[src/hdl/gpw_regs.svh]
`ifndef GPW_REGS_SVH
`define GPW_REGS_SVH
// Byte offsets on the register bus
`define GPW_OFS_IRQ_EN 8'h00
`define GPW_OFS_IRQ_KIND 8'h04
`define GPW_OFS_DB_EN 8'h08
`define GPW_OFS_DB_CTL 8'h0C
`define GPW_OFS_FLAG 8'h10
`define GPW_OFS_PIN 8'h14
`define GPW_OFS_MODE 8'h18
`define GPW_OFS_PULL 8'h1C
`define GPW_OFS_DOUT 8'h20
// Field positions and widths
`define GPW_RISE_BIT 16
`define GPW_DBCTL_SRC 4
`define GPW_DBCTL_PER_HI 3
`define GPW_DBCTL_W 5
`define GPW_DEF_MODE_BIT 10
// Pin mode codes, two bits per pin
`define GPW_MODE_IN 2'h0
`define GPW_MODE_PP 2'h1
`define GPW_MODE_OD 2'h2
`define GPW_MODE_QB 2'h3
// Bus answers, reset values and the debounce counter width
`define GPW_RESP_OKAY 2'h0
`define GPW_RESP_SLVERR 2'h2
`define GPW_ZERO32 32'h0000_0000
`define GPW_CNT_W 16
`endif

[src/hdl/gpw_pkg.sv]
package gpw_pkg;
`include "gpw_regs.svh"

  typedef enum logic [3:0] {
    GPW_R_IRQ_EN, GPW_R_IRQ_KIND, GPW_R_DB_EN, GPW_R_DB_CTL, GPW_R_FLAG,
    GPW_R_PIN, GPW_R_MODE, GPW_R_PULL, GPW_R_DOUT, GPW_R_NONE
  } gpw_reg_t;

  // Shared by read and write paths
  function automatic gpw_reg_t gpw_decode(input logic [7:0] addr);
    case (addr)
      `GPW_OFS_IRQ_EN: gpw_decode = GPW_R_IRQ_EN;
      `GPW_OFS_IRQ_KIND: gpw_decode = GPW_R_IRQ_KIND;
      `GPW_OFS_DB_EN: gpw_decode = GPW_R_DB_EN;
      `GPW_OFS_DB_CTL: gpw_decode = GPW_R_DB_CTL;
      `GPW_OFS_FLAG: gpw_decode = GPW_R_FLAG;
      `GPW_OFS_PIN: gpw_decode = GPW_R_PIN;
      `GPW_OFS_MODE: gpw_decode = GPW_R_MODE;
      `GPW_OFS_PULL: gpw_decode = GPW_R_PULL;
      `GPW_OFS_DOUT: gpw_decode = GPW_R_DOUT;
      default: gpw_decode = GPW_R_NONE;
    endcase
  endfunction : gpw_decode
endpackage : gpw_pkg

[src/hdl/gpw_cfg_if.sv]
`timescale 1ns/1ps
interface gpw_cfg_if #(parameter int N = 16);
  logic [N-1:0] rise_high_irq_enable;
  logic [N-1:0] fall_low_irq_enable;
  logic [N-1:0] kind_level;
  logic [N-1:0] db_en;
  logic debounce_clock_source;
  logic [3:0] debounce_sample_period;
  logic slow_tick;
  logic sleep;
  logic [N-1:0] ev;
  logic wake_ev;
  modport ctl (output rise_high_irq_enable, fall_low_irq_enable, kind_level,
    db_en, debounce_clock_source, debounce_sample_period, slow_tick, sleep,
    input ev, wake_ev);
  modport det (input rise_high_irq_enable, fall_low_irq_enable, kind_level,
    db_en, debounce_clock_source, debounce_sample_period, slow_tick, sleep,
    output ev, wake_ev);
endinterface : gpw_cfg_if

[src/hdl/gpw_detect.sv]
`timescale 1ns/1ps
`include "gpw_regs.svh"
module gpw_detect import gpw_pkg::*; #(
  parameter int N = 16
) (
  input wire logic aclk,
  input wire logic aresetn,
  input wire logic [N-1:0] pin_s,
  gpw_cfg_if.det cfg
);
  logic [`GPW_CNT_W-1:0] cnt_q, cnt_d;
  logic [N-1:0] samp_q, samp_d, db_q, db_d, prev_q, raw_q, ev_q, ev_d;
  logic wake_q, wake_d;
  logic src_tick, samp_now;
  logic [N-1:0] filt, hit, wake_hit;

  // Sample period is 2^sel source cycles
  function automatic logic [`GPW_CNT_W-1:0] per_lim(input logic [3:0] sel);
    per_lim = (`GPW_CNT_W'(1) << sel) - `GPW_CNT_W'(1);
  endfunction : per_lim

  // Debounce sampler, edge/level detect and wake-up path
  always_comb begin
    src_tick = cfg.debounce_clock_source ? cfg.slow_tick : 1'b1;
    samp_now = src_tick && (cnt_q == per_lim(cfg.debounce_sample_period));
    cnt_d = cnt_q;
    if (src_tick) begin
      cnt_d = samp_now ? '0 : cnt_q + `GPW_CNT_W'(1);
    end
    samp_d = samp_now ? pin_s : samp_q;
    db_d = db_q;
    if (samp_now) begin
      // Two equal samples in a row before the filtered value moves
      db_d = (pin_s & ~(pin_s ^ samp_q)) | (db_q & (pin_s ^ samp_q));
    end
    filt = (cfg.db_en & db_q) | (~cfg.db_en & pin_s);
    for (int i = 0; i < N; i++) begin
      if (cfg.kind_level[i]) begin
        // Level sense ignores the filter; it only guards edges
        hit[i] = (pin_s[i] & cfg.rise_high_irq_enable[i]) |
                 (~pin_s[i] & cfg.fall_low_irq_enable[i]);
        wake_hit[i] = hit[i];
      end else begin
        hit[i] = (filt[i] & ~prev_q[i] & cfg.rise_high_irq_enable[i]) |
                 (~filt[i] & prev_q[i] & cfg.fall_low_irq_enable[i]);
        wake_hit[i] = (pin_s[i] & ~raw_q[i] & cfg.rise_high_irq_enable[i]) |
                      (~pin_s[i] & raw_q[i] & cfg.fall_low_irq_enable[i]);
      end
    end
    // Wake uses the same trigger setting, raw; filtered path adds its own
    ev_d = hit | (cfg.sleep ? wake_hit : '0);
    wake_d = cfg.sleep && (|wake_hit);
  end

  always_ff @(posedge aclk) begin
    if (!aresetn) begin
      cnt_q <= '0;
      samp_q <= '0;
      db_q <= '0;
      prev_q <= '0;
      raw_q <= '0;
      ev_q <= '0;
      wake_q <= 1'b0;
    end else begin
      cnt_q <= cnt_d;
      samp_q <= samp_d;
      db_q <= db_d;
      prev_q <= filt;
      raw_q <= pin_s;
      ev_q <= ev_d;
      wake_q <= wake_d;
    end
  end

  assign cfg.ev = ev_q;
  assign cfg.wake_ev = wake_q;
endmodule : gpw_detect

[src/hdl/gpw_top.sv]
// The AXI4-Lite register port and the address map are this design's own decisions.
`timescale 1ns/1ps
`include "gpw_regs.svh"
module gpw_top import gpw_pkg::*; #(
  parameter int N = 16,
  parameter bit PORT_A = 1'b1
) (
  input wire logic aclk,
  input wire logic aresetn,
  input wire logic [7:0] s_axi_awaddr,
  input wire logic s_axi_awvalid,
  output logic s_axi_awready,
  input wire logic [31:0] s_axi_wdata,
  input wire logic [3:0] s_axi_wstrb,
  input wire logic s_axi_wvalid,
  output logic s_axi_wready,
  output logic [1:0] s_axi_bresp,
  output logic s_axi_bvalid,
  input wire logic s_axi_bready,
  input wire logic [7:0] s_axi_araddr,
  input wire logic s_axi_arvalid,
  output logic s_axi_arready,
  output logic [31:0] s_axi_rdata,
  output logic [1:0] s_axi_rresp,
  output logic s_axi_rvalid,
  input wire logic s_axi_rready,
  input wire logic [N-1:0] pin_i,
  output logic [N-1:0] pin_o,
  output logic [N-1:0] pin_oe_n,
  output logic [N-1:0] pull_up_en,
  output logic [N-1:0] pull_dn_en,
  input wire logic slow_clk,
  input wire logic sleep_req,
  input wire logic [31:0] user_config_word_zero,
  output logic irq,
  output logic wake
);
  // Pins map onto the 16-bit halves of the enable and pull words
  if (N < 1 || N > 16) begin : g_bad_n
    $error("gpw_top: N must be 1..16");
  end

  gpw_cfg_if #(.N(N)) cfg ();

  // Registers
  logic [31:0] en_q, en_d, pull_q, pull_d, mode_q, mode_d;
  logic [N-1:0] kind_q, kind_d, dben_q, dben_d, flag_q, flag_d;
  logic [N-1:0] dout_q, dout_d;
  logic [`GPW_DBCTL_W-1:0] dbctl_q, dbctl_d;
  logic init_q;
  // Synchronisers
  logic [N-1:0] pin_m_q, pin_s_q;
  logic slow_m_q, slow_s_q, slow_p_q;
  // Bus slave
  logic aw_have_q, aw_have_d, w_have_q, w_have_d;
  logic [7:0] awaddr_q, awaddr_d;
  logic [31:0] wdata_q, wdata_d, rdata_d, wmask;
  logic [3:0] wstrb_q, wstrb_d;
  logic bvalid_d, rvalid_d;
  logic [1:0] bresp_d, rresp_d;
  logic do_wr, rd_take;
  logic [N-1:0] clr;
  // Pads
  logic [N-1:0] po_d, poe_d, pu_d, pd_d;
  logic irq_d;

  assign cfg.rise_high_irq_enable = en_q[`GPW_RISE_BIT +: N];
  assign cfg.fall_low_irq_enable = en_q[N-1:0];
  assign cfg.kind_level = kind_q;
  assign cfg.db_en = dben_q;
  assign cfg.debounce_clock_source = dbctl_q[`GPW_DBCTL_SRC];
  assign cfg.debounce_sample_period = dbctl_q[`GPW_DBCTL_PER_HI:0];
  assign cfg.slow_tick = slow_s_q & ~slow_p_q;
  assign cfg.sleep = sleep_req;

  gpw_detect #(.N(N)) u_detect (
    .aclk(aclk),
    .aresetn(aresetn),
    .pin_s(pin_s_q),
    .cfg(cfg)
  );

  // Pins and the slow clock are asynchronous: two flops before use
  always_ff @(posedge aclk) begin
    if (!aresetn) begin
      pin_m_q <= '0;
      pin_s_q <= '0;
      slow_m_q <= 1'b0;
      slow_s_q <= 1'b0;
      slow_p_q <= 1'b0;
    end else begin
      pin_m_q <= pin_i;
      pin_s_q <= pin_m_q;
      slow_m_q <= slow_clk;
      slow_s_q <= slow_m_q;
      slow_p_q <= slow_s_q;
    end
  end

  // Bus handshake: address and data taken in either order
  always_comb begin
    aw_have_d = aw_have_q;
    w_have_d = w_have_q;
    awaddr_d = awaddr_q;
    wdata_d = wdata_q;
    wstrb_d = wstrb_q;
    if (s_axi_awvalid && s_axi_awready) begin
      aw_have_d = 1'b1;
      awaddr_d = s_axi_awaddr;
    end
    if (s_axi_wvalid && s_axi_wready) begin
      w_have_d = 1'b1;
      wdata_d = s_axi_wdata;
      wstrb_d = s_axi_wstrb;
    end
    do_wr = aw_have_q && w_have_q && !s_axi_bvalid;
    if (do_wr) begin
      aw_have_d = 1'b0;
      w_have_d = 1'b0;
    end
    bvalid_d = do_wr | (s_axi_bvalid & ~s_axi_bready);
    bresp_d = s_axi_bresp;
    if (do_wr) begin
      bresp_d = (gpw_decode(awaddr_q) == GPW_R_NONE) ?
        `GPW_RESP_SLVERR : `GPW_RESP_OKAY;
    end
    for (int b = 0; b < 4; b++) begin
      wmask[b*8 +: 8] = {8{wstrb_q[b]}};
    end
  end

  // Register writes; flag bits clear on write of one
  always_comb begin
    en_d = en_q;
    kind_d = kind_q;
    dben_d = dben_q;
    dbctl_d = dbctl_q;
    pull_d = pull_q;
    mode_d = mode_q;
    dout_d = dout_q;
    clr = '0;
    if (!init_q) begin
      // Default pin mode from the configuration word, once after reset
      mode_d = user_config_word_zero[`GPW_DEF_MODE_BIT] ?
        {16{`GPW_MODE_IN}} : {16{`GPW_MODE_QB}};
    end else if (do_wr) begin
      unique case (gpw_decode(awaddr_q))
        GPW_R_IRQ_EN: en_d = (en_q & ~wmask) | (wdata_q & wmask);
        GPW_R_IRQ_KIND: kind_d = N'((kind_q & ~wmask) | (wdata_q & wmask));
        GPW_R_DB_EN: dben_d = N'((dben_q & ~wmask) | (wdata_q & wmask));
        GPW_R_DB_CTL: begin
          if (wstrb_q[0]) begin
            dbctl_d = wdata_q[`GPW_DBCTL_W-1:0];
          end
        end
        GPW_R_FLAG: clr = N'(wdata_q & wmask);
        GPW_R_MODE: mode_d = (mode_q & ~wmask) | (wdata_q & wmask);
        GPW_R_PULL: pull_d = (pull_q & ~wmask) | (wdata_q & wmask);
        GPW_R_DOUT: dout_d = N'((dout_q & ~wmask) | (wdata_q & wmask));
        GPW_R_PIN, GPW_R_NONE: ;
      endcase
    end
    // A new event beats a clear in the same cycle
    flag_d = (flag_q & ~clr) | cfg.ev;
    irq_d = |flag_d;
  end

  // Read channel: one cycle from address to data
  always_comb begin
    rd_take = s_axi_arvalid && s_axi_arready;
    rvalid_d = rd_take | (s_axi_rvalid & ~s_axi_rready);
    rdata_d = s_axi_rdata;
    rresp_d = s_axi_rresp;
    if (rd_take) begin
      rresp_d = `GPW_RESP_OKAY;
      unique case (gpw_decode(s_axi_araddr))
        GPW_R_IRQ_EN: rdata_d = en_q;
        GPW_R_IRQ_KIND: rdata_d = 32'(kind_q);
        GPW_R_DB_EN: rdata_d = 32'(dben_q);
        GPW_R_DB_CTL: rdata_d = 32'(dbctl_q);
        GPW_R_FLAG: rdata_d = 32'(flag_q);
        GPW_R_PIN: rdata_d = 32'(pin_s_q);
        GPW_R_MODE: rdata_d = mode_q;
        GPW_R_PULL: rdata_d = pull_q;
        GPW_R_DOUT: rdata_d = 32'(dout_q);
        GPW_R_NONE: begin
          rdata_d = `GPW_ZERO32;
          rresp_d = `GPW_RESP_SLVERR;
        end
      endcase
    end
  end

  // Pad drive and pulls; quasi mode relies on the weak pull for high
  always_comb begin
    for (int i = 0; i < N; i++) begin
      po_d[i] = 1'b0;
      poe_d[i] = 1'b1;
      unique case (mode_d[2*i +: 2])
        `GPW_MODE_IN: poe_d[i] = 1'b1;
        `GPW_MODE_PP: begin
          po_d[i] = dout_d[i];
          poe_d[i] = 1'b0;
        end
        `GPW_MODE_OD, `GPW_MODE_QB: poe_d[i] = dout_d[i];
      endcase
      if (PORT_A) begin
        pu_d[i] = pull_d[i];
        pd_d[i] = pull_d[`GPW_RISE_BIT + i];
      end else begin
        pu_d[i] = (mode_d[2*i +: 2] == `GPW_MODE_QB);
        pd_d[i] = 1'b0;
      end
    end
  end

  always_ff @(posedge aclk) begin
    if (!aresetn) begin
      en_q <= `GPW_ZERO32;
      kind_q <= '0;
      dben_q <= '0;
      dbctl_q <= '0;
      pull_q <= `GPW_ZERO32;
      mode_q <= `GPW_ZERO32;
      dout_q <= '0;
      flag_q <= '0;
      init_q <= 1'b0;
      aw_have_q <= 1'b0;
      w_have_q <= 1'b0;
      awaddr_q <= '0;
      wdata_q <= `GPW_ZERO32;
      wstrb_q <= '0;
      s_axi_awready <= 1'b0;
      s_axi_wready <= 1'b0;
      s_axi_bvalid <= 1'b0;
      s_axi_bresp <= `GPW_RESP_OKAY;
      s_axi_arready <= 1'b0;
      s_axi_rvalid <= 1'b0;
      s_axi_rdata <= `GPW_ZERO32;
      s_axi_rresp <= `GPW_RESP_OKAY;
      pin_o <= '0;
      pin_oe_n <= '1;
      pull_up_en <= '0;
      pull_dn_en <= '0;
      irq <= 1'b0;
      wake <= 1'b0;
    end else begin
      en_q <= en_d;
      kind_q <= kind_d;
      dben_q <= dben_d;
      dbctl_q <= dbctl_d;
      pull_q <= pull_d;
      mode_q <= mode_d;
      dout_q <= dout_d;
      flag_q <= flag_d;
      init_q <= 1'b1;
      aw_have_q <= aw_have_d;
      w_have_q <= w_have_d;
      awaddr_q <= awaddr_d;
      wdata_q <= wdata_d;
      wstrb_q <= wstrb_d;
      s_axi_awready <= !aw_have_d && !bvalid_d;
      s_axi_wready <= !w_have_d && !bvalid_d;
      s_axi_bvalid <= bvalid_d;
      s_axi_bresp <= bresp_d;
      s_axi_arready <= !rvalid_d;
      s_axi_rvalid <= rvalid_d;
      s_axi_rdata <= rdata_d;
      s_axi_rresp <= rresp_d;
      pin_o <= po_d;
      pin_oe_n <= poe_d;
      pull_up_en <= pu_d;
      pull_dn_en <= pd_d;
      irq <= irq_d;
      wake <= cfg.wake_ev;
    end
  end
endmodule : gpw_top

[config.mk]
export PLATFORM = sky130hd
export DESIGN_NAME = gpw_top
export DESIGN_NICKNAME = d
export VERILOG_FILES = /design/src/hdl/gpw_pkg.sv /design/src/hdl/gpw_cfg_if.sv /design/src/hdl/gpw_detect.sv /design/src/hdl/gpw_top.sv
export VERILOG_INCLUDE_DIRS = /design/src /design/src/hdl
export SDC_FILE = /design/constraint.sdc
export NUM_CORES = 1
export LEC_CHECK = 0
export BUFFER_PORTS_ARGS = -buffer_cell sky130_fd_sc_hd__buf_4
export CORE_ASPECT_RATIO = 1.4
export CORE_MARGIN = 10
export CORE_UTILIZATION = 58
export DETAILED_ROUTE_END_ITERATION = 7
export PLACE_DENSITY = 0.79
export SLEW_MARGIN = 20
export SYNTH_ARGS = -nofsm -noshare
export SYNTH_HDL_FRONTEND = slang
export SYNTH_HIERARCHICAL = 1
export SYNTH_SLANG_ARGS = --single-unit
[constraint.sdc]
create_clock -name aclk -period 3.66 [get_ports aclk]
set_clock_uncertainty 0.05 [all_clocks]
set_input_delay 0 -clock aclk [delete_from_list [all_inputs] [get_ports aclk]]
set_output_delay 0 -clock aclk [all_outputs]
set_load 0.1 [all_outputs]
==> impl_metrics.yaml <==
status:
  status: "finished clean"
floorplan:
  dieArea_um2: 38970
  core_um2: 30900
  start_util_pct: 58.90
  io_pins: 216
  die_w_um: 169.7
  std_cell_rows: 76
  die_h_um: 229.6
yosys:
  synth_edf_count: 0
  syn_area_per_cell_um2: 9.003
  synthCells: 2022
  synth_ff_type: "dfxtp_1"
  synth-seq-cells: 417
  ys_async_sr_fraction_pct: 0
  ys_types: 77
  yosysWarningCount: 6
  syn-cell-area_um2: 18200
  yosysSeqAreaShare_pct: 45.86
timing:
  hold_violations: 0
  setup_ws_ns: 0.3908
  post-route-min-period_ns: 3.269
  rsz0062_at_grt: "no"
  maxSlewViolCount: 0
  max_freq_mhz: 305.9
  setup_viol_count_final: 0
  post-route-period-util_pct: 89.32
  tightest_slew_ns: 1.146
  whs_ns: 0.03366
  relSlewSlack_pct: 23.42
  fin_setup_tns_ns: 0
finish:
  drive_above_1_share_pct: 14.33
  final_nets: 2340
  n_fill_cell: 2267
  syn2layout_area_growth_pct: 21.29
  mostFrequentLayoutCell: "dfxtp_1"
  final_cell_mix: "dfxtp_1 (417), nand2_1 (233), buf_4 (214)"
detailed_routing:
  dr.first_iter.drc_count: 1497
  top_layer: "met4"
  wl_per_cell_um: 21.49
  wl_met2_mm: 27.51
  viasPerCell: 6.148
  drc: 0
  drt-total-wl_mm: 57.03
  ant_nets: 0
  route.met3.wl_mm: 4.466
  wl_met1_mm: 22.08
  vias: 16310
  dr.pass1.iters: 5
power:
  finalPower_w: 0.01018
  irDropWorstVdd_v: 0.0003990
  power_per_cell_area_nw_per_um2: 461.3
  power.leakage_nw: 8.685
critical_path:
  worst-path-max-fanout: 22
  r2r-end: "u_detect/cnt_q[1]$_SDFFE_PN0P_"
  rrSetupSlack_ns: 0.39
  reg2regPathDepth: 9
  r2r_start: "dbctl_q[2]$_SDFFE_PN0P_"
  arrival_ns: 3.66
  critPathKind: "register to register"
  cp-start-kind: "register"
  cp.required_ns: 4.05
  worstSetupEndpointType: "register"
placement:
  dp_slack_ns: 0.4387
  port_buffers: 182
  globalplace.congestion: 0.9192
  dp_hpwl_mm: 38.62
hold_path:
  hold_path_class: "input port to register"
  min_to: "wdata_q[17]$_SDFFE_PN0P_"
  min_from: "s_axi_wvalid"
  whs_path_depth: 5
clock_network:
  clk_latency_ns: 0.55
  clock-sinks: 417
  cts_tree: "built"
  postCtsSetupRepairBufs: 0
  cts_hold_buf: 87
  cts.clk_slew.worst_paths_ns: 0.07
  htree_levels: 2
  cts.path.max_buffers: 3
  cts-root-buf: "clkbuf_16"
  cts_resized: 0
  numCtsBuffers: 40
global_route:
  grt_max_degree: 267
  gr-total-overflow: 0
  grt_pass1_vias: 15920
  antenna_found_initial: 1
  grt_pass1_wl_mm: 88.07
  track_usage_pct: 28.12
run:
  drv_cap: 0
## power breakdown
group          internal, W  total [W]  leakage (nW)  switching [W]
logic             0.000298   0.000875          4.59       0.000578
clock network      0.00270    0.00453         0.701        0.00183
registers          0.00466    0.00478          3.39       0.000124
total              0.00765     0.0102          8.68        0.00253
## how the worst max path moves through the flow
stage,startpoint,to,slack [ns]
6_report,dbctl_q[2]$_SDFFE_PN0P_,u_detect/cnt_q[1]$_SDFFE_PN0P_,0.39
5_1_grt,dbctl_q[2]$_SDFFE_PN0P_,register,0.13
4_1_cts,dbctl_q[2]$_SDFFE_PN0P_,u_detect/cnt_q[1]$_SDFFE_PN0P_,0.42
3_5_place_dp,dbctl_q[2]$_SDFFE_PN0P_,u_detect/cnt_q[1]$_SDFFE_PN0P_,0.44
3_3_place_gp,dbctl_q[1]$_SDFFE_PN0P_,u_detect/cnt_q[1]$_SDFFE_PN0P_,0.54
2_1_floorplan,dbctl_q[3]$_SDFFE_PN0P_,register,0.95
## layer usage
metal,vias up,track usage [%]
met5,-,0
met4,0,14.90
met3,182,5.405
met2,747,46.74
met1,7771,33.54
li1,7610,-
## cell usage after synthesis (3+ instances only)
| library cell | count | share of area [%] |
|---|---|---|
| a21oi_1 | 83 | 2.3 |
| mux2_2 | 11 | 0.68 |
| a21boi_0 | 86 | 3.5 |
| xor2_1 | 8 | 0.38 |
| o21ai_1 | 4 | 0.11 |
| xnor2_1 | 11 | 0.53 |
| inv_1 | 32 | 0.66 |
| o31a_1 | 17 | 0.82 |
| o21ai_0 | 117 | 3.2 |
| nor4_1 | 6 | 0.21 |
| a31oi_1 | 35 | 1.2 |
| nor3b_1 | 36 | 1.5 |
| a22oi_1 | 27 | 1.1 |
| nor3_1 | 13 | 0.36 |
| buf_1 | 3 | 0.062 |
| buf_6 | 5 | 0.31 |
| nand3_1 | 85 | 2.3 |
| a221oi_1 | 18 | 0.87 |
| o211ai_1 | 33 | 1.4 |
| and3b_1 | 19 | 0.91 |
| o311ai_0 | 16 | 0.77 |
| clkbuf_1 | 115 | 2.4 |
| o32ai_1 | 14 | 0.67 |
| a211oi_1 | 4 | 0.16 |
| and3_1 | 32 | 1.1 |
| nor2_1 | 72 | 1.5 |
| dfxtp_1 | 417 | 46 |
| and2_1 | 65 | 2.2 |
| nor2b_1 | 122 | 4.2 |
| nand4_1 | 9 | 0.31 |
| nand2_1 | 233 | 4.8 |
| a31o_1 | 5 | 0.24 |
| mux2i_1 | 135 | 7.4 |
| a22o_1 | 17 | 0.82 |
| nor2_2 | 10 | 0.34 |
| o22ai_1 | 21 | 0.72 |
| buf_4 | 4 | 0.16 |
| buf_2 | 13 | 0.36 |
| nand2b_1 | 23 | 0.79 |
## critical path, cell delays in order (launching register included)
cell and delay [ns]:
dfxtp_1 0.52, nor3_1 0.46, nand2_1 0.11, ha_1 0.34
nor3_1 0.27, o2111a_1 0.25, a211oi_1 0.08, nor4_4 0.46
nand2_4 0.27, a41o_1 0.33
## per-stage QoR
| step | std cells | cell area [um^2] | utilization [%] |
|---|---|---|---|
| CTS | 2651 | 22070 | 71.43 |
| floorplan | 2023 | 18210 | - |
| global placement | 2490 | 19760 | 63.95 |
| global route | 2652 | 22080 | 71.43 |
| detailed placement | 2490 | 19760 | 63.95 |
| finish | 2653 | 22080 | 71.44 |
## kinds of logic (layout without fill, tap and decap cells)
| kind of cell | after synthesis | count (layout) | synth area share [%] |
|---|---|---|---|
| XOR/XNOR | 19 | 19 | 0.9142 |
| other | 1 | 4 | 0.02060 |
| AO/OA/AOI/OAI | 513 | 513 | 18.78 |
| buffers and inverters | 172 | 410 | 3.925 |
| adder cells (fa/ha/maj) | 2 | 2 | 0.1374 |
| multiplexers | 147 | 147 | 8.227 |
| flip-flops | 417 | 417 | 45.86 |
| AND/OR/NAND/NOR | 751 | 751 | 22.13 |
## final cells by class
class / count / area, um^2 / area share, %
Antenna cell: 2 / 5.005 / 0.02267
Tap cell: 390 / 488.0 / 2.210
Clock buffer: 53 / 1141 / 5.168
Inverter: 32 / 120.1 / 0.5440
Timing Repair Buffer: 304 / 2531 / 11.46
Sequential cell: 417 / 8348 / 37.81
Multi-Input combinational cell: 1434 / 9148 / 41.43
Clock inverter: 21 / 297.8 / 1.349
Note: power is estimated with default switching activity, not from simulation.
